`src/core/i2c_event_pkg.sv`:
```
// constants and types shared by the i2c bus event status block
package i2c_event_pkg;

    // ----------------------------------------------------------------
    // register byte offsets
    // ----------------------------------------------------------------
    localparam logic [7:0] CTRL_OFS = 8'h00;
    localparam logic [7:0] INTSTAT_OFS = 8'h2C;
    localparam logic [7:0] MASK_OFS = 8'h30;
    localparam logic [7:0] RAW_OFS = 8'h34;
    localparam logic [7:0] GCCLR_OFS = 8'h68;

    // ----------------------------------------------------------------
    // field positions
    // ----------------------------------------------------------------
    localparam int ENABLE_BIT = 0;
    localparam int STOP_ADDR_BIT = 7;
    localparam int STOP_MACT_BIT = 10;
    localparam int HOLD_BIT = 13;
    localparam int FLAG_LSB = 9;
    localparam int FLAG_MSB = 12;
    // index inside the four stored flags (bit 9 upward)
    localparam int F_STOP = 0;
    localparam int F_START = 1;
    localparam int F_GCALL = 2;
    localparam int F_RESTART = 3;

    // ----------------------------------------------------------------
    // values after reset
    // ----------------------------------------------------------------
    localparam logic [3:0] FLAGS_RST = 4'h0;
    localparam logic [3:0] MASK_RST = 4'h0;
    localparam logic CTRL_BIT_RST = 1'b0;
    localparam logic [31:0] RDATA_RST = 32'h0000_0000;
    localparam logic [7:0] BYTE_RST = 8'h00;

    // ----------------------------------------------------------------
    // how the device was addressed in the current transfer
    // ----------------------------------------------------------------
    typedef enum logic [1:0]
    {
        ADDR_NONE = 2'b00,
        ADDR_OWN = 2'b01,
        ADDR_GCALL = 2'b10
    } addr_state_e;

endpackage

```
`src/core/i2c_bus_event_raw_status.sv`:
```
// raw bus-condition flags of an i2c controller with a wishbone register slave
//
// Behaviour
// repeated start flag when addressed as slave
// no repeated start flag before address field
// general call flag only on acked call
// general call flag held until disable or clear-read
// bytes after general call go to receive buffer
// start flag on any start or repeated start
// stop flag on stop, role qualified
// slave, qualify bit set: stop only if addressed
// qualify bit set: no stop after general call
// slave, qualify bit clear: stop always flagged
// master, qualify bit set: stop only if active
// master, qualify bit clear: stop always flagged
// raw flags at 0x34, reset to zero
// hold flag, reserved bits zero; writes ignored
module i2c_bus_event_raw_status
    import i2c_event_pkg::*;
(
    // clock and reset
    input wire logic clk_sys,
    input wire logic rstn,
    // wishbone classic slave
    input wire logic wb_cyc_i,
    input wire logic wb_stb_i,
    input wire logic wb_we_i,
    input wire logic [7:0] wb_adr_i,
    input wire logic [3:0] wb_sel_i,
    input wire logic [31:0] wb_dat_i,
    output logic [31:0] wb_dat_o,
    output logic wb_ack_o,
    // bus engine events, one-cycle pulses
    input wire logic startSeen,
    input wire logic restartSeen,
    input wire logic stopSeen,
    input wire logic ownAddrAck,
    input wire logic genCallAck,
    // bus engine levels
    input wire logic masterRole,
    input wire logic masterActive,
    // received bytes from the engine
    input wire logic rxByteValid,
    input wire logic [7:0] rxByte,
    // towards the receive buffer and the engine
    output logic rxPush,
    output logic [7:0] rxPushData,
    output logic busEnable,
    // interrupt
    output logic irq
);

    // ----------------------------------------------------------------
    // state
    // ----------------------------------------------------------------
    typedef struct packed
    {
        logic [3:0] flags;
        logic [3:0] mask;
        logic enable;
        logic stopIfAddr;
        logic stopIfMact;
        addr_state_e addrState;
        logic ack;
        logic [31:0] rdata;
        logic push;
        logic [7:0] pushData;
        logic irq;
    } state_s;

    state_s s_r;
    state_s s_nxt;

    // ----------------------------------------------------------------
    // helpers
    // ----------------------------------------------------------------
    function automatic logic [31:0] byteMerge(input logic [31:0] old, input logic [31:0] dat,
                                               input logic [3:0] sel);
        logic [31:0] res;
        res = old;
        for (int i = 0; i < 4; i++)
        begin
            if (sel[i])
            begin
                res[i*8 +: 8] = dat[i*8 +: 8];
            end
        end
        return res;
    endfunction

    function automatic logic [31:0] flagWord(input logic [3:0] f);
        logic [31:0] w;
        w = RDATA_RST;
        w[FLAG_MSB:FLAG_LSB] = f;
        return w;
    endfunction

    logic busReq, busWr, busRd, gcClrRead, intWrite, stopQualified, slaveRole;
    logic [31:0] wrWord;
    logic [3:0] setFlags, clrFlags;

    assign busReq = wb_cyc_i & wb_stb_i & ~s_r.ack;
    assign busWr = busReq & wb_we_i;
    assign busRd = busReq & ~wb_we_i;
    assign slaveRole = ~masterRole;
    assign gcClrRead = busRd & (wb_adr_i == GCCLR_OFS);
    assign intWrite = busWr & (wb_adr_i == INTSTAT_OFS);
    assign wrWord = byteMerge(RDATA_RST, wb_dat_i, wb_sel_i);

    // ----------------------------------------------------------------
    // event qualification
    // ----------------------------------------------------------------
    always_comb
    begin
        stopQualified = 1'b1;
        if (slaveRole && s_r.stopIfAddr)
        begin
            // a general call leaves addrState at ADDR_GCALL, so it never qualifies
            stopQualified = (s_r.addrState == ADDR_OWN);
        end
        else if (masterRole && s_r.stopIfMact)
        begin
            stopQualified = masterActive;
        end

        setFlags = 4'h0;
        if (s_r.enable)
        begin
            setFlags[F_STOP] = stopSeen & stopQualified;
            setFlags[F_START] = startSeen | restartSeen;
            setFlags[F_GCALL] = genCallAck & slaveRole;
            // addrState is still NONE while a repeated start precedes the address
            setFlags[F_RESTART] = restartSeen & slaveRole
                                  & (s_r.addrState == ADDR_OWN);
        end

        clrFlags = 4'h0;
        if (intWrite)
        begin
            clrFlags = wrWord[FLAG_MSB:FLAG_LSB];
        end
        // the status write cannot drop general call: only disable or the clear-read do
        clrFlags[F_GCALL] = gcClrRead | ~s_r.enable;
    end

    // ----------------------------------------------------------------
    // next state
    // ----------------------------------------------------------------
    always_comb
    begin
        s_nxt = s_r;
        s_nxt.ack = busReq;
        s_nxt.push = 1'b0;

        // set wins over a clear in the same cycle
        s_nxt.flags = (s_r.flags & ~clrFlags) | setFlags;

        // addressing of the running transfer
        case (s_r.addrState)
            ADDR_NONE:
            begin
                if (ownAddrAck)
                begin
                    s_nxt.addrState = ADDR_OWN;
                end
                else if (genCallAck)
                begin
                    s_nxt.addrState = ADDR_GCALL;
                end
            end
            ADDR_OWN, ADDR_GCALL:
            begin
                // a repeated start keeps the slave addressed until the next stop or start
                if (stopSeen || startSeen)
                begin
                    s_nxt.addrState = ADDR_NONE;
                end
                else if (ownAddrAck)
                begin
                    s_nxt.addrState = ADDR_OWN;
                end
            end
            default:
            begin
                s_nxt.addrState = ADDR_NONE;
            end
        endcase
        if (!s_r.enable || masterRole)
        begin
            s_nxt.addrState = ADDR_NONE;
        end

        // received data of an accepted transfer
        if (rxByteValid && s_r.enable && (s_r.addrState != ADDR_NONE))
        begin
            s_nxt.push = 1'b1;
            s_nxt.pushData = rxByte;
        end

        // register writes
        if (busWr)
        begin
            case (wb_adr_i)
                CTRL_OFS:
                begin
                    if (wb_sel_i[0])
                    begin
                        s_nxt.enable = wb_dat_i[ENABLE_BIT];
                        s_nxt.stopIfAddr = wb_dat_i[STOP_ADDR_BIT];
                    end
                    if (wb_sel_i[1])
                    begin
                        s_nxt.stopIfMact = wb_dat_i[STOP_MACT_BIT];
                    end
                end
                MASK_OFS:
                begin
                    if (wb_sel_i[1])
                    begin
                        s_nxt.mask = wb_dat_i[FLAG_MSB:FLAG_LSB];
                    end
                end
                default:
                begin
                    // raw flags and unmapped words take no write
                    s_nxt.mask = s_r.mask;
                end
            endcase
        end

        // register reads
        s_nxt.rdata = RDATA_RST;
        if (busRd)
        begin
            case (wb_adr_i)
                CTRL_OFS:
                begin
                    s_nxt.rdata[ENABLE_BIT] = s_r.enable;
                    s_nxt.rdata[STOP_ADDR_BIT] = s_r.stopIfAddr;
                    s_nxt.rdata[STOP_MACT_BIT] = s_r.stopIfMact;
                end
                INTSTAT_OFS:
                begin
                    s_nxt.rdata = flagWord(s_r.flags & s_r.mask);
                end
                MASK_OFS:
                begin
                    s_nxt.rdata = flagWord(s_r.mask);
                end
                RAW_OFS:
                begin
                    // hold flag and bits 31..14 stay zero
                    s_nxt.rdata = flagWord(s_r.flags);
                end
                GCCLR_OFS:
                begin
                    s_nxt.rdata[0] = s_r.flags[F_GCALL];
                end
                default:
                begin
                    s_nxt.rdata = RDATA_RST;
                end
            endcase
        end

        s_nxt.irq = |(s_nxt.flags & s_nxt.mask);
    end

    // ----------------------------------------------------------------
    // registers
    // ----------------------------------------------------------------
    always_ff @(posedge clk_sys)
    begin
        if (!rstn)
        begin
            s_r.flags <= FLAGS_RST;
            s_r.mask <= MASK_RST;
            s_r.enable <= CTRL_BIT_RST;
            s_r.stopIfAddr <= CTRL_BIT_RST;
            s_r.stopIfMact <= CTRL_BIT_RST;
            s_r.addrState <= ADDR_NONE;
            s_r.ack <= 1'b0;
            s_r.rdata <= RDATA_RST;
            s_r.push <= 1'b0;
            s_r.pushData <= BYTE_RST;
            s_r.irq <= 1'b0;
        end
        else
        begin
            s_r <= s_nxt;
        end
    end

    assign wb_dat_o = s_r.rdata;
    assign wb_ack_o = s_r.ack;
    assign rxPush = s_r.push;
    assign rxPushData = s_r.pushData;
    assign busEnable = s_r.enable;
    assign irq = s_r.irq;

    logic ownNow, gcNow, rawRead, gcKill;
    assign ownNow = (s_r.addrState == ADDR_OWN);
    assign gcNow = (s_r.addrState == ADDR_GCALL);
    assign rawRead = busRd & (wb_adr_i == RAW_OFS);
    assign gcKill = gcClrRead | ~s_r.enable;
endmodule

```
`config.mk`:
```
export PLATFORM = sky130hd
export DESIGN_NAME = i2c_bus_event_raw_status
export DESIGN_NICKNAME = d
export VERILOG_FILES = /design/src/core/i2c_event_pkg.sv /design/src/core/i2c_bus_event_raw_status.sv
export SDC_FILE = /design/constraint.sdc
export NUM_CORES = 1
export LEC_CHECK = 0
export BUFFER_PORTS_ARGS = -buffer_cell sky130_fd_sc_hd__clkbuf_2
export CAP_MARGIN = 25
export CORE_MARGIN = 8
export CORE_UTILIZATION = 30
export CTS_CLUSTER_SIZE = 10
export DETAILED_ROUTE_END_ITERATION = 16
export PLACE_DENSITY = 0.71
export SYNTH_ARGS = -nofsm -noshare
export SYNTH_HDL_FRONTEND = slang
export SYNTH_SLANG_ARGS = --single-unit
```
`constraint.sdc`:
```
create_clock -name clk_sys -period 1.7 [get_ports clk_sys]
set_clock_uncertainty 0.05 [all_clocks]
set_input_delay 0.085 -clock clk_sys [delete_from_list [all_inputs] [get_ports clk_sys]]
set_output_delay 0.085 -clock clk_sys [all_outputs]
set_load 0.01 [all_outputs]
```
# ---- Yosys cells after proc, flatten, opt, wreduce, memory -nomap -nowiden
# Cells that the tools add are included.
dict set report word_totals {
  ff_bits 56
  output_inout_bits 44
  word_cells 82
}
dict set report classes {
  eq_ne 8
  muxes 21
  n_bitwise 22
  n_reduce_logical 18
}
# op n
set op_table {}
lappend op_table {{8-bit by 6-bit equality test with 1-bit output (second input constant)} 3}
lappend op_table {{4-bit two-way mux} 4}
lappend op_table {{4-bit bitwise AND} 3}
lappend op_table {{2-bit case mux with 3 select lines} 2}
lappend op_table {{1-bit bitwise AND} 10}
lappend op_table {{2-bit two-way mux} 5}
lappend op_table {{9-bit two-way mux} 1}
lappend op_table {{3-bit AND reduction} 3}
lappend op_table {{8-bit by 7-bit equality test with 1-bit output (second input constant)} 1}
lappend op_table {{8-bit zero test} 1}
lappend op_table {{7-bit two-way mux} 1}
lappend op_table {{3-bit inequality test (second input constant)} 2}
lappend op_table {{5-bit two-way mux} 1}
lappend op_table {{1-bit NOT} 5}
lappend op_table {{1-bit logical AND} 4}
lappend op_table {{4-bit NOT} 1}
lappend op_table {{4-bit bitwise OR} 1}
lappend op_table {{1-bit case mux with 4 select lines} 1}
lappend op_table {{2-bit case mux with 2 select lines} 1}
lappend op_table {{2-bit AND reduction} 2}
lappend op_table {{2-bit OR reduction} 2}
lappend op_table {{4-bit OR reduction} 1}
lappend op_table {{1-bit two-way mux} 3}
lappend op_table {{3-bit two-way mux} 1}
lappend op_table {{8 further kinds} 10}

# ---- Longest topological paths before layout
# Gate-level depths: netlist of the first run.
dict set report logic_depth {
  ltp_word 10
  mapped_depth 6
  depth_no_buf 6
}

# ---- Worst setup path after synthesis of the first run
# OpenSTA, ideal clock, no wires.
dict set report synth_timing {
  path_kind {reg-to-reg}
  start {reg s_r, in the netlist wb_ack_o}
  end {reg irq (netlist name)}
  setup_time_ps 120
  t_arrival_ps 1740
  setup_slack_ps -210
  path_stages_with_launch 7
  path_buffers 1
  period_less_slack_ps 1910
  path_cell_list {dfxtp_1 -> nand3b_1 -> or4_1 -> buf_2 -> mux2i_1 -> o22ai_1 -> o31a_1}
}
dict set report synth_via {
  elab_chain_cells 10
  elab_cells_between_ends 14
  cone_classes {2 x mux; 11 x bitwise; 1 x reduce/logical}
}
# item line
set synth_lines {}
lappend synth_lines {{start, declared} i2c_bus_event_raw_status.sv:71} ;# state_s s_r;
lappend synth_lines {{start signal, assigned} i2c_bus_event_raw_status.sv:290} ;# s_r <= s_nxt;
lappend synth_lines {{1-bit NOT *} i2c_bus_event_raw_status.sv:102} ;# assign busReq = wb_cyc_i & wb_stb_i & ~s_r.ack;
lappend synth_lines {{1-bit bitwise AND *} i2c_bus_event_raw_status.sv:102}
lappend synth_lines {{1-bit bitwise AND (on tied branches)} {i2c_bus_event_raw_status.sv:103, i2c_bus_event_raw_status.sv:104}}
lappend synth_lines {{1-bit bitwise AND (on tied branches)} {i2c_bus_event_raw_status.sv:107, i2c_bus_event_raw_status.sv:106}}
lappend synth_lines {{4-bit two-way mux or 1-bit bitwise OR (tied branches)} -}
lappend synth_lines {{4-bit NOT} i2c_bus_event_raw_status.sv:156} ;# s_nxt.flags = (s_r.flags & ~clrFlags) | setFlags;
lappend synth_lines {{4-bit bitwise AND} i2c_bus_event_raw_status.sv:156}
lappend synth_lines {{4-bit bitwise OR} i2c_bus_event_raw_status.sv:156}
lappend synth_lines {{4-bit bitwise AND *} i2c_bus_event_raw_status.sv:266} ;# s_nxt.irq = |(s_nxt.flags & s_nxt.mask);
lappend synth_lines {{4-bit OR reduction *} i2c_bus_event_raw_status.sv:266}
# Mark *: on every way between the ends. The rest lies on a longest branch, timed or not.
# A chain may end at the register's enable or synchronous reset.

# ---- Worst setup path after layout of the first run
dict set report layout_timing {
  start {in wb_adr_i[3]}
  end {reg irq (netlist name)}
}
dict set report layout_via {
  elab_chain_cells 8
  elab_cells_between_ends 14
  cone_classes {3 x eq/ne; 3 x mux; 7 x bitwise; 1 x reduce/logical}
}
# item line
set layout_lines {}
lappend layout_lines {{start, declared} i2c_bus_event_raw_status.sv:28} ;# input wire logic [7:0] wb_adr_i,
lappend layout_lines {{8-bit by 6-bit equality test with 1-bit output or 8-bit by 7-bit equality test with 1-bit output (tied branches)} {i2c_bus_event_raw_status.sv:107, i2c_bus_event_raw_status.sv:106}}
lappend layout_lines {{1-bit bitwise AND (on tied branches)} {i2c_bus_event_raw_status.sv:107, i2c_bus_event_raw_status.sv:106}}
lappend layout_lines {{4-bit two-way mux or 1-bit bitwise OR (tied branches)} -}
lappend layout_lines {{4-bit NOT} i2c_bus_event_raw_status.sv:156}
lappend layout_lines {{4-bit bitwise AND} i2c_bus_event_raw_status.sv:156}
lappend layout_lines {{4-bit bitwise OR} i2c_bus_event_raw_status.sv:156}
lappend layout_lines {{4-bit bitwise AND *} i2c_bus_event_raw_status.sv:266}
lappend layout_lines {{4-bit OR reduction *} i2c_bus_event_raw_status.sv:266}
# Marked as above.

==> results summary, run 1 <==
The flow ran to the end, but the final reports show violations. The checks that failed: setup timing. The via count of the first global-routing pass came to between 1500 and 2000. The most critical setup path has its startpoint at wb_adr_i[3]. The dominant delay contributor by cell family on the critical path is simple AND/OR/NAND/NOR gates. The top-level I/O count came out at around 110. The yosys synthesis warning count is 0. The total number of clock tree sinks is 30.

The clock input transition at the sequential cells of the worst setup and hold paths came out at ~70 ps. Ranked by total cell area, the synthesized netlist is headed by dfxtp_1 37%, buf_4 18%, mux2i_1 9.2%. The die width is ~90 um. The count of fill cells added during filler insertion is approximately 570.

Counting flops and latches in the post-synthesis netlist gives 30. The die footprint came out at slightly above 0.008 mm^2. Setup repair after global routing could not meet its margin everywhere. The pre-antenna-repair detailed-routing pass consisted of 4 iterations.

The count of unresolved DRC violations after routing is 0. The number of buffers between clock root and the deepest sink is 2. The reg-to-reg endpoint is irq. The detail route stage leaves a number of antenna-violating nets equal to 0. The fraction of the mapped netlist area in adder cells is approximately 2.3%.

The largest total area in the synthesized netlist belongs to dfxtp_1. The count of input and output buffers is 54. The origin of the worst min-delay path is rxByte[7]. Of all nets on the critical path, the largest fanout is 4. In the final routed layout, each cell accounts on average for around 13 um.

The synthesized area is about 0.0016 mm^2. The initial antenna violation count is 0. The post-place instance area came out at 0.00191 mm^2. The post-synthesis sequential area ratio came out at 36.8%. The path class of the tightest hold or removal check is in -> reg. The H-tree level count came out at 2.

The final layout contains 325 nets. The maximum number of pins on one net before global-route repair came out at 22. The distinct cell type count after synthesis came out at 40. The die extent in y came out at between 80 and 90 um. The kind of end point of the critical path is a register. The static leakage power is 1.04 nW.

The area share of the leading cell type in the synthesized netlist is 36.8%. The highest cell delay on the worst timing path came out at approximately 600 ps. The critical path is of the in -> reg type. The worst setup slack for register-to-register paths came out at -30 ps. The fraction of the mapped netlist area in simple logic gates came out at about a fifth. The count of pins over their slew limit is 0.

TritonCTS built the clock tree. For this block, the routed nets add up to 4150 um of wire. STA classifies the critical path startpoint as an input port. The overall overflow remaining after global route came out at 0.

The latest clock arrival within the worst-skew pair is ~280 ps. The largest family of logic cells by synthesized area is buffers and inverters. The least setup slack across all paths after layout is -71.0 ps.

The post-synthesis average cell area came out at roughly 8.8 um^2. After Yosys synthesis, XOR and XNOR cells account for 0% of the synthesized area. Across every metal layer, demand over resource in global routing totals 10.5%. The data required time of the critical path came out at ~1800 ps.

The total power draw came out at roughly 1.4 mW. The fraction of layout instances using a drive strength above 1 is a little over a third. The fraction of the mapped netlist area in compound gates is 10.0%. The number of setup violations in the final report came out at 1. The power density over the cells is 663 mW/mm^2. The origin of the critical flop-to-flop path is wb_ack_o. The number of diodes is 0.

The number of max-cap violations came out at 0. On the critical path, the stage with the largest delay is an instance of or4_4. The portion of synthesized area spent on multiplexers is under 10%.

The buffer and inverter count on the worst path is 1. In this run, CTS created clock tree buffers numbering 5. The last weighted congestion value of the routability-driven placer is 0.853. The HPWL after detailed placement is about 3400 um. The core outline area is 0.00537 mm^2.

The CTS root buffer is clkbuf_8. In the synthesized netlist, the number of instances is about 190. The floorplan has 27 rows.

The final non-filler cell area is roughly 0.0022 mm^2. The final hold violation count came out at 0. The starting density of the core came out at 30.4%. The ratio of final minimum period to clock period came out at 104%. The endpoint arrival time on the critical path came out at around 1900 ps.

The number of cell instances on the worst register-to-register path came out at 5. The top achievable clock speed is around 560 MHz. Compared with the post-synthesis result, the final layout area differs by 33.3%. The cell depth of the worst setup path came out at 6. In the routed layout, each cell is associated on average with a via count of 4.35. The worst IR drop on VDD is around 0.00033 V. The first global-routing pass estimated about 7000 um of wire. The final critical path time including I/O delays and setup is 1770 ps. For this block, the initial DRC count from the detailed router was slightly above 70.

Following the worst setup path forward leads to its endpoint at irq. Traced cell by cell, the critical path runs through clkbuf_2, or4_1, or4_4, mux2i_2, o22ai_1, o31a_1. The detailed-route via count is about 1400.
layout make-up:
type / count / area (um^2) / area share [%]
timing repair buffer: 85 / 528 / 24.3
inverter: 6 / 22.5 / 1.04
sequential: 30 / 601 / 27.6
tap: 72 / 90.1 / 4.14
clock buffer: 6 / 82.6 / 3.80
multi-input combinational: 129 / 838 / 38.5
clock inverter: 2 / 12.5 / 0.575
cell usage after synthesis:
cell	n
nor2b_1	1
nand3b_1	2
and4_1	1
nand3_1	1
ha_1	3
conb_1	1
nor4bb_1	1
mux2_2	1
inv_1	6
buf_2	1
clkbuf_1	4
a31o_2	2
buf_4	40
o31a_1	1
o21ai_0	3
nand4_1	1
or3b_2	1
a21oi_1	7
a32oi_1	2
nand4b_1	1
and2_1	2
dfxtp_1	30
nor2_1	25
o22ai_1	1
or3_1	2
nor3_1	5
or4_1	3
and3_1	3
nand2_1	6
o211ai_1	1
o2111ai_1	1
a222oi_1	1
nor4b_1	2
nor3b_1	1
mux2i_1	15
a22oi_1	1
and3b_1	1
a21o_1	2
o21a_1	2
nand4bb_1	1
power breakdown:
| part | total [mW] | leakage (nW) | internal, mW | switching, mW |
|---|---|---|---|---|
| Combinational | 0.152 | 0.753 | 0.0716 | 0.0803 |
| Clock | 0.586 | 0.0472 | 0.325 | 0.262 |
| Sequential | 0.704 | 0.242 | 0.704 | 0.000381 |
| Total | 1.44 | 1.04 | 1.10 | 0.342 |
how the worst min path moves through the flow:
stage / to / depth (start not counted) / slack (ps)
6_report: rxPushData[7] / 3 / 6
4_1_cts: rxPushData[7] / 3 / 5
3_5_place_dp: s_r[44] / 2 / 240
2_1_floorplan: s_r[44] / 1 / 110
3_3_place_gp: s_r[44] / 2 / 230
5_1_grt: rxPushData[7] / 3 / 20
per-layer routing:
| metal | vias up | GRT usage, % | share of wire [%] |
|---|---|---|---|
| met2 | 50 | 17.4 | 50 |
| met4 | 0 | 3.81 | 0.70 |
| met5 | - | 0 | 0 |
| met1 | 663 | 11.4 | 41 |
| met3 | 4 | 5.07 | 8.0 |
| li1 | 720 | - | - |
registers in the layout (all words and copies together), names as in the netlist:
signal	flops
s_r	12
rxPushData	8
wb_dat_o	6
busEnable	1
irq	1
rxPush	1
wb_ack_o	1
repair_timing:
| item | 4_1_cts | 5_1_grt |
|---|---|---|
| resized for setup | 2 | 8 |
| pin swaps | 4 | 1 |
| setup endpoints to repair | 2 | 2 |
| setup buffers | 2 | 0 |
| hold buffers | 10 | 0 |
| hold endpoints to repair | 10 | 0 |
logic make-up (layout without fill, tap and decap cells):
| kind of cell | count (synthesis) | count (layout) |
|---|---|---|
| simple gates | 60 | 60 |
| buf+inv | 51 | 99 |
| flops | 30 | 30 |
| compound gates | 24 | 24 |
| mux | 16 | 16 |
| fa+ha+maj | 3 | 3 |
| other cells | 1 | 26 |
worst reg2reg max path, cell delays in order (launching register included):
cell and delay (ps):
dfxtp_1 310, nand3b_1 170, or4_4 530, mux2i_2 240
o22ai_1 100, o31a_1 240
layout by cell type (no fill, tap or decap), types with 3 or more instances in the layout:
cell	synthesis	final
a21oi_1	7	7
dfxtp_1	30	30
mux2i_1	15	11
inv_1	6	6
nor3_1	5	5
nand2_1	6	6
dlygate4sd3_1	0	10
ha_1	3	3
and3_1	3	3
clkbuf_8	0	6
conb_1	1	26
clkbuf_2	0	54
o21ai_0	3	3
buf_4	40	21
nor2_1	25	25
mux2i_4	0	3
through the flow:
| stage | hold WS, ps | std cells | setup TNS [ps] | worst slack [ps] | utilization (%) |
|---|---|---|---|---|---|
| finish | 6.23 | 330 | -71.0 | -71.0 | 40.5 |
| global placement | 232 | 310 | -549 | -355 | 35.5 |
| CTS | 5.28 | 330 | -64.6 | -64.6 | 39.6 |
| detailed placement | 239 | 310 | -670 | -378 | 35.5 |
| floorplan | 112 | 210 | -210 | -210 | - |
| global route | 19.6 | 330 | -121 | -121 | 40.5 |
No activity file was read; power rests on OpenSTA's default activity.
==> run 2, diff against run 1 <==
HOLD_SLACK_MARGIN = 0.08   (was not set)
==> run 2 against run 1 <==
  * Cell count grew 1.8%
  * Clock power about the same
  * Largest cell class unchanged
  * Sequential power is essentially flat
  * Critical path depth stayed put
  * Die area did not move
  * Critical endpoint unchanged
  * The run still ends with setup timing left
==> results summary, run 2 (synthesis gave the netlist of run 1 again) <==
The number of buffers between clock root and the deepest sink came out at 2 (unchanged). The total power draw came out at 1.45 mW (+0.74%). The detailed-route via count came out at 1469 (+2.2%). The TritonCTS clock tree is yes. The die extent in y is 89.7 um (unchanged). The via count of the first global-routing pass is 1592 (+0.63%). The last weighted congestion value of the routability-driven placer came out at 0.853 (unchanged). The count of pins over their slew limit was 0 (unchanged).

The critical path in this run is classified as in -> reg. The origin of the critical flop-to-flop path is wb_ack_o. The HPWL after detailed placement is 3390 um (unchanged). The number of cell instances on the worst register-to-register path was 5 (unchanged). The total number of clock tree sinks came out at 30 (unchanged). The checks that failed: setup timing.

The flip-flop count of the largest register after layout was 12 (unchanged). The launching element type of the critical path is an input port. The initial antenna violation count came out at 0 (unchanged). The startpoint identified for the worst hold timing path is stopSeen.

The final critical path time including I/O delays and setup is 1770 ps (+0.984 ps). CTS placed an instance of clkbuf_8 at the clock tree root. The library cells used most frequently in the layout, excluding fill and tap cells, are 54 x clkbuf_2, 30 x dfxtp_1, 26 x conb_1. The number of max-cap violations came out at 0 (unchanged). For hold timing, the worst endpoint is s_r[52].

The post-detailed-route wirelength per cell was 12.6 um (about the same). From synthesis to final layout, the design area changed by 37.0%. The endpoint arrival time on the critical path is 1890 ps (about the same). The CTS buffer count was 5 (unchanged). The area of combinational cells with multiple inputs came out at 838 um^2 (unchanged). The antenna violation net count after detailed routing is 0 (unchanged). The power density over the cells was 650 mW/mm^2 (-2.0%). The detailed-router iteration count before antenna repair is 4 (unchanged). The first-pass GRT wire length came out at 7200 um (+1.8%).

The library cell used most frequently in the layout, excluding fill and tap cells, is clkbuf_2. The top achievable clock speed is 564 MHz (about the same). The maximum number of pins on one net before global-route repair came out at 22 (unchanged). The total length of routed wires is 4230 um (+1.8%). Setup repair after global routing could not meet its margin everywhere.

The core outline area is 0.00537 mm^2 (unchanged). The storage element area came out at 601 um^2 (unchanged). The fraction of layout instances using a drive strength above 1 is 35.6% (-0.83 points).

The latest clock arrival within the worst-skew pair is 280 ps (about the same). The overall track demand over capacity in global routing is 10.7% (+0.21 points). The register bank with the most flops is s_r. The flow ran to the end, but the final reports show violations. The clock input transition at the sequential cells of the worst setup and hold paths is 70 ps (about the same). The total number of placement rows is 27 (unchanged). The tightest min-delay check is of the in -> reg type. The number of nets at the end of the flow was 331 (+1.8%). The least setup slack across all paths after layout is -72.0 ps (-0.984 ps).

The count of unresolved DRC violations after routing is 0 (unchanged). The starting density of the core is 30.4% (unchanged). The static leakage power is 1.07 nW (+2.4%). The count of input and output buffers came out at 54 (unchanged). The final hold violation count is 0 (unchanged). The sum of negative setup slack is -72.0 ps (-0.984 ps). The ratio of final minimum period to clock period is 104% (about the same). The worst register-to-register path ends at irq. The count of fill cells added during filler insertion is 557 (-1.4%). The critical-path maximum fanout came out at 4 (unchanged). The overall overflow remaining after global route is 0 (unchanged).

The kind of end point of the critical path is a register. The H-tree level count is 2 (unchanged). The number of diodes is 0 (unchanged). The top-level I/O count came out at 109 (unchanged). The data required time of the critical path was 1820 ps (about the same). The worst setup slack for register-to-register paths was -30 ps (about the same). The depth of the worst hold-timing path came out at 3 (unchanged). The number of violations reported at the end of detailed-routing iteration 0 was 79 (+11%). The die footprint came out at 0.00805 mm^2 (unchanged). The mean number of vias per cell came to 4.37 (+0.40%). The worst IR drop on VDD came out at 0.000335 V (+2.1%). The die width came out at 89.7 um (unchanged). The number of setup violations in the final report came out at 1 (unchanged).
run 2: repair_timing:
action                                  4_1_cts  5_1_grt
hold buffers                                 16        0
setup buffers                                 2        0
hold endpoints to repair                     17        0
gates resized for setup                       2        8
endpoints found under the setup margin        2        2
pin swaps                                     4        1
run 2: layout make-up:
cell class                      instances  area share [%]
Clock buffer                            6            3.70
Sequential cell                        30            26.9
Clock inverter                          2           0.560
Timing Repair Buffer                   91            26.3
Multi-Input combinational cell        129            37.5
Inverter                                6            1.01
Tap cell                               72            4.03
run 2: routing by layer:
metal  track usage, %  vias up  wire [um]
li1                 -      730          -
met1             11.5      679       1710
met2             18.0       56       2140
met3             5.07        4        353
met4             3.81        0         29
met5                0        -          0
run 2: how the worst max path moves through the flow:
stage,startpoint,end,cells after the start
global route,wb_adr_i[3],irq,6
finish,wb_adr_i[3],irq,6
detailed placement,wb_adr_i[1],irq,6
global placement,wb_adr_i[1],irq,6
floorplan,wb_ack_o,irq,6
CTS,wb_adr_i[3],irq,6
run 2: stage by stage:
| stage | utilization (%) | cells | area [um^2] | worst slack [ps] | hold WS [ps] |
|---|---|---|---|---|---|
| 6_report | 41.6 | 336 | 2230 | -72.0 | 97.4 |
| 5_1_grt | 41.6 | 336 | 2230 | -122 | 93.4 |
| 4_1_cts | 40.7 | 336 | 2190 | -64.6 | 114 |
| 3_5_place_dp | 35.5 | 310 | 1910 | -378 | 239 |
| 3_3_place_gp | 35.5 | 310 | 1910 | -355 | 232 |
| 2_1_floorplan | - | 210 | 1730 | -210 | 112 |
run 2: critical path, cell delays in order:
cell	delay (ps)
clkbuf_2	90
or4_1	540
or4_4	600
mux2i_2	230
o22ai_1	100
o31a_1	240
run 2: power by group:
group / switching [mW] / internal, mW / leakage (nW)
Combinational: 0.0822 / 0.0805 / 0.779
Clock: 0.261 / 0.325 / 0.0472
Sequential: 0.000383 / 0.704 / 0.242
==> run 3, diff against run 2 <==
ABC_AREA = 1   (was not set)
HOLD_SLACK_MARGIN = 0.02   (was 0.08)
PLACE_DENSITY = 0.69   (was 0.71)
==> run 3 against run 2 <==
  * The flow now finishes without violations
  * Non-clock buffer count is 27 lower
  * Count of clock-buffer cells in the layout shrank 1
  * Register-to-register slack improved by 210 ps
  * Sequential share of layout area is 0.49 points higher
  * Sequential power hardly changed
  * Critical path depth increased by 1
  * Via count is 7.4% higher
  * Cell area decreased by 1.8%
  * Worst hold slack lost 72 ps
  * Synthesized cell count rose by 37%
  * Cell count increased by 14%
  * Critical endpoint is now rxPushData[0]
  * Highest routed layer unchanged
==> results summary, run 3 <==
The combinational fraction of design power is 10.0% (-1.2 points). The hold-critical path endpoint is wb_ack_o. The biggest area contributor in the post-synthesis netlist is dfxtp_1. The origin of the worst min-delay path is wb_cyc_i. The sequential share of power is 45.0% (-3.5 points).

The register bank with the most flops is s_r. The total number of clock tree sinks was 30 (unchanged). The H-tree level count came out at 2 (unchanged). The top achievable clock speed came out at 660 MHz (+17%). TritonCTS built the clock tree. The synthesized instance count is 253 (+37%). The last weighted congestion value of the routability-driven placer came out at 0.797 (-6.6%). The critical path is of the reg -> reg type. The worst hold margin came to 24.9 ps (-72.4 ps). The kind of end point of the critical path is a register. The most used flip-flop cell after synthesis is dfxtp_1.

The die extent in y came to 94.2 um (+5.0%). The count of input and output buffers came out at 54 (unchanged). The flip-flop count of the largest register after layout is 12 (unchanged). The count of buffers added by post-CTS timing repair for setup was 0 (-2). The total power draw was 1.57 mW (+7.8%).

The fraction of layout instances using a drive strength above 1 was 28.2% (-7.4 points). The reported net switching power came out at 0.371 mW (+7.9%). The power density over the cells is 714 mW/mm^2 (+9.8%). The fraction of power spent switching nets came to 23.7% (+0.029 points). The initial antenna violation count came out at 0 (unchanged).

The number of cell instances on the worst register-to-register path came out at 7 (+2). Clock tree synthesis selected as its root buffer the cell clkbuf_8. Setup repair after global routing left no endpoint under its margin. The starting density of the core is 31.0% (+0.63 points). The sum of negative setup slack came out at 0 ps (+72.0 ps). The CTS buffer count came out at 5 (unchanged). The area share of the leading cell type in the synthesized netlist is 32.7% (-4.1 points). The overall track demand over capacity in global routing was 9.83% (-0.92 points). Sorting the synthesized cells by area gives the leading types as dfxtp_1 33%, buf_4 16%, nand2_1 11%.

The final critical path time including I/O delays and setup is 1520 ps (-256 ps). The launching element type of the critical path is a register. The via count of the first global-routing pass came out at 1556 (-2.3%). The depth of the worst hold-timing path is 3 (unchanged). The placed cell count came to 365 (+18%). The count of unresolved DRC violations after routing is 0 (unchanged).

The final hold violation count is 0 (unchanged). The worst setup slack for register-to-register paths came out at 180 ps (+210 ps). The post-synthesis average cell area came out at 7.25 um^2 (-18%). The number of diodes is 0 (unchanged). The critical-path maximum fanout is 10 (+6).

The endpoint arrival time on the critical path is 1690 ps (-200 ps). The die width is 94.2 um (+5.0%). The library cell used most frequently in the layout, excluding fill and tap cells, is nand2_1. The number of flops mapped to enable cells by yosys came out at 0 (unchanged). The area overhead of the layout relative to synthesis came out at 19.6%.

The overall overflow remaining after global route is 0 (unchanged). The post-synthesis sequential area ratio came to 32.7% (-4.1 points). The worst IR drop on VDD is 0.000322 V (-4.1%). The count of fill cells added during filler insertion is 637 (+14%). The number of violations reported at the end of detailed-routing iteration 0 is 101 (+28%). The number of buffers between clock root and the deepest sink is 2 (unchanged). The antenna violation net count after detailed routing is 0 (unchanged). The latest clock arrival within the worst-skew pair is 280 ps (about the same).

The clock input transition at the sequential cells of the worst setup and hold paths is 70 ps (about the same). The tightest min-delay check is of the in -> reg type. The share of synthesized registers carrying an async set or reset came out at 0% (unchanged).

The HPWL after detailed placement came out at 3660 um (+7.9%). The total length of routed wires is 4440 um (+5.1%). The post-detailed-route wirelength per cell is 11.6 um (-7.8%). The synthesized area is 0.00184 mm^2 (+12%). The core outline area was 0.00592 mm^2 (+10%).

The clock group share of total power came to 45.0% (+4.7 points). The final instance count without filler cells is 383 (+14%). The die footprint came to 0.00888 mm^2 (+10%). The static leakage power was 1.15 nW (+7.9%). The number of nets at the end of the flow is 375 (+13%).

The count of pins over their slew limit is 0 (unchanged). The endpoint identified for the worst register-to-register timing path is rxPushData[0]. The cell-internal power is 1.19 mW (+7.8%). The mean number of vias per cell came out at 4.12 (-5.8%).

The run finished with clean final reports. The maximum number of pins on one net before global-route repair came out at 15 (-32%). The number of max-cap violations came out at 0 (unchanged). The number of synthesized register bits came out at 30 (unchanged).

In the synthesized netlist, the cells that appear most often are 56 x nand2_1, 40 x buf_4, 30 x dfxtp_1. The detailed-route via count is 1578 (+7.4%). The yosys synthesis warning count is 0 (unchanged). The total number of placement rows came out at 28 (+3.7%). The detailed-router iteration count before antenna repair was 4 (unchanged). The top-level I/O count came out at 109 (unchanged). Yosys instantiated no cell more often than nand2_1.

The data required time of the critical path came out at 1870 ps (+50 ps). The first-pass GRT wire length is 6930 um (-3.7%). The number of setup violations in the final report came out at 0 (-1).

In the layout the commonest cells are 56 x nand2_1, 54 x clkbuf_2, 30 x dfxtp_1. The distinct cell type count after synthesis is 30 (-25%). In this run the critical register-to-register path is launched from s_r[43]. The ratio of final minimum period to clock period came out at 89.2% (-15 points).
[run 3: power groups by stage]
stage,Clock (mW),Combinational (mW),Sequential [mW]
5_1_grt,0.746,0.174,0.704
2_1_floorplan,0,0.118,0.721
3_3_place_gp,0,0.134,0.720
3_5_place_dp,0,0.137,0.720
6_report,0.705,0.157,0.704
4_1_cts,0.716,0.155,0.704
[run 3: cell families after synthesis]
kind of cell,count (synthesis),synth area share (%)
AO/OA/AOI/OAI,33,10.3
adder cells (fa/ha/maj),3,2.05
buffers and inverters,71,22.7
flip-flops,30,32.7
other,1,0.204
AND/OR/NAND/NOR,115,32.0
[run 3: how the worst max path moves through the flow]
stage                         end  slack (ps)  depth (start not counted)     start
floorplan                 s_r[43]         410                          5   s_r[43]
global placement    rxPushData[0]         190                          7   s_r[43]
detailed placement  rxPushData[0]         160                          7   s_r[43]
CTS                 rxPushData[0]         140                          7   s_r[43]
global route                  irq          40                         10  wb_ack_o
finish              rxPushData[0]         180                          7   s_r[43]
[run 3: what timing repair did]
action	in CTS	in global routing
hold buffers	10	0
setup endpoints to repair	0	2
endpoints found under the hold margin	10	0
resized for setup	0	1
[run 3: final cells by class]
class / count / area (um^2) / area share [%]
multi-input cells: 177 / 912 / 41.6
well taps: 75 / 93.8 / 4.28
flip-flops and latches: 30 / 601 / 27.4
clock buffers: 5 / 68.8 / 3.14
repair buffers: 64 / 370 / 16.9
inverters: 29 / 109 / 4.96
clock inverters: 3 / 40.0 / 1.82
[run 3: worst max-delay path, cell delays in order (launching register included)]
cell and delay (ps):
dfxtp_1 360, inv_1 70, ha_1 210, inv_1 70
nand3_1 280, inv_2 250, nor2_1 60, nor2_1 100
[run 3: through the flow]
stage / cell area [um^2] / worst slack, ps / utilization, %
final: 2190 / 184 / 37.1
after global routing: 2190 / 40.7 / 37.1
after CTS: 2190 / 144 / 37.1
after detailed placement: 1990 / 159 / 33.5
after global placement: 1990 / 189 / 33.5
after floorplan: 1930 / 408 / -
[run 3: per-layer routing]
| metal | vias up | wire, um | track usage [%] | share of wire [%] |
|---|---|---|---|---|
| met1 | 696 | 1770 | 10.2 | 40 |
| met5 | - | 0 | 0 | 0 |
| met4 | 0 | 39 | 2.77 | 0.88 |
| met2 | 42 | 2260 | 17.7 | 51 |
| met3 | 4 | 367 | 3.92 | 8.3 |
| li1 | 836 | - | - | - |
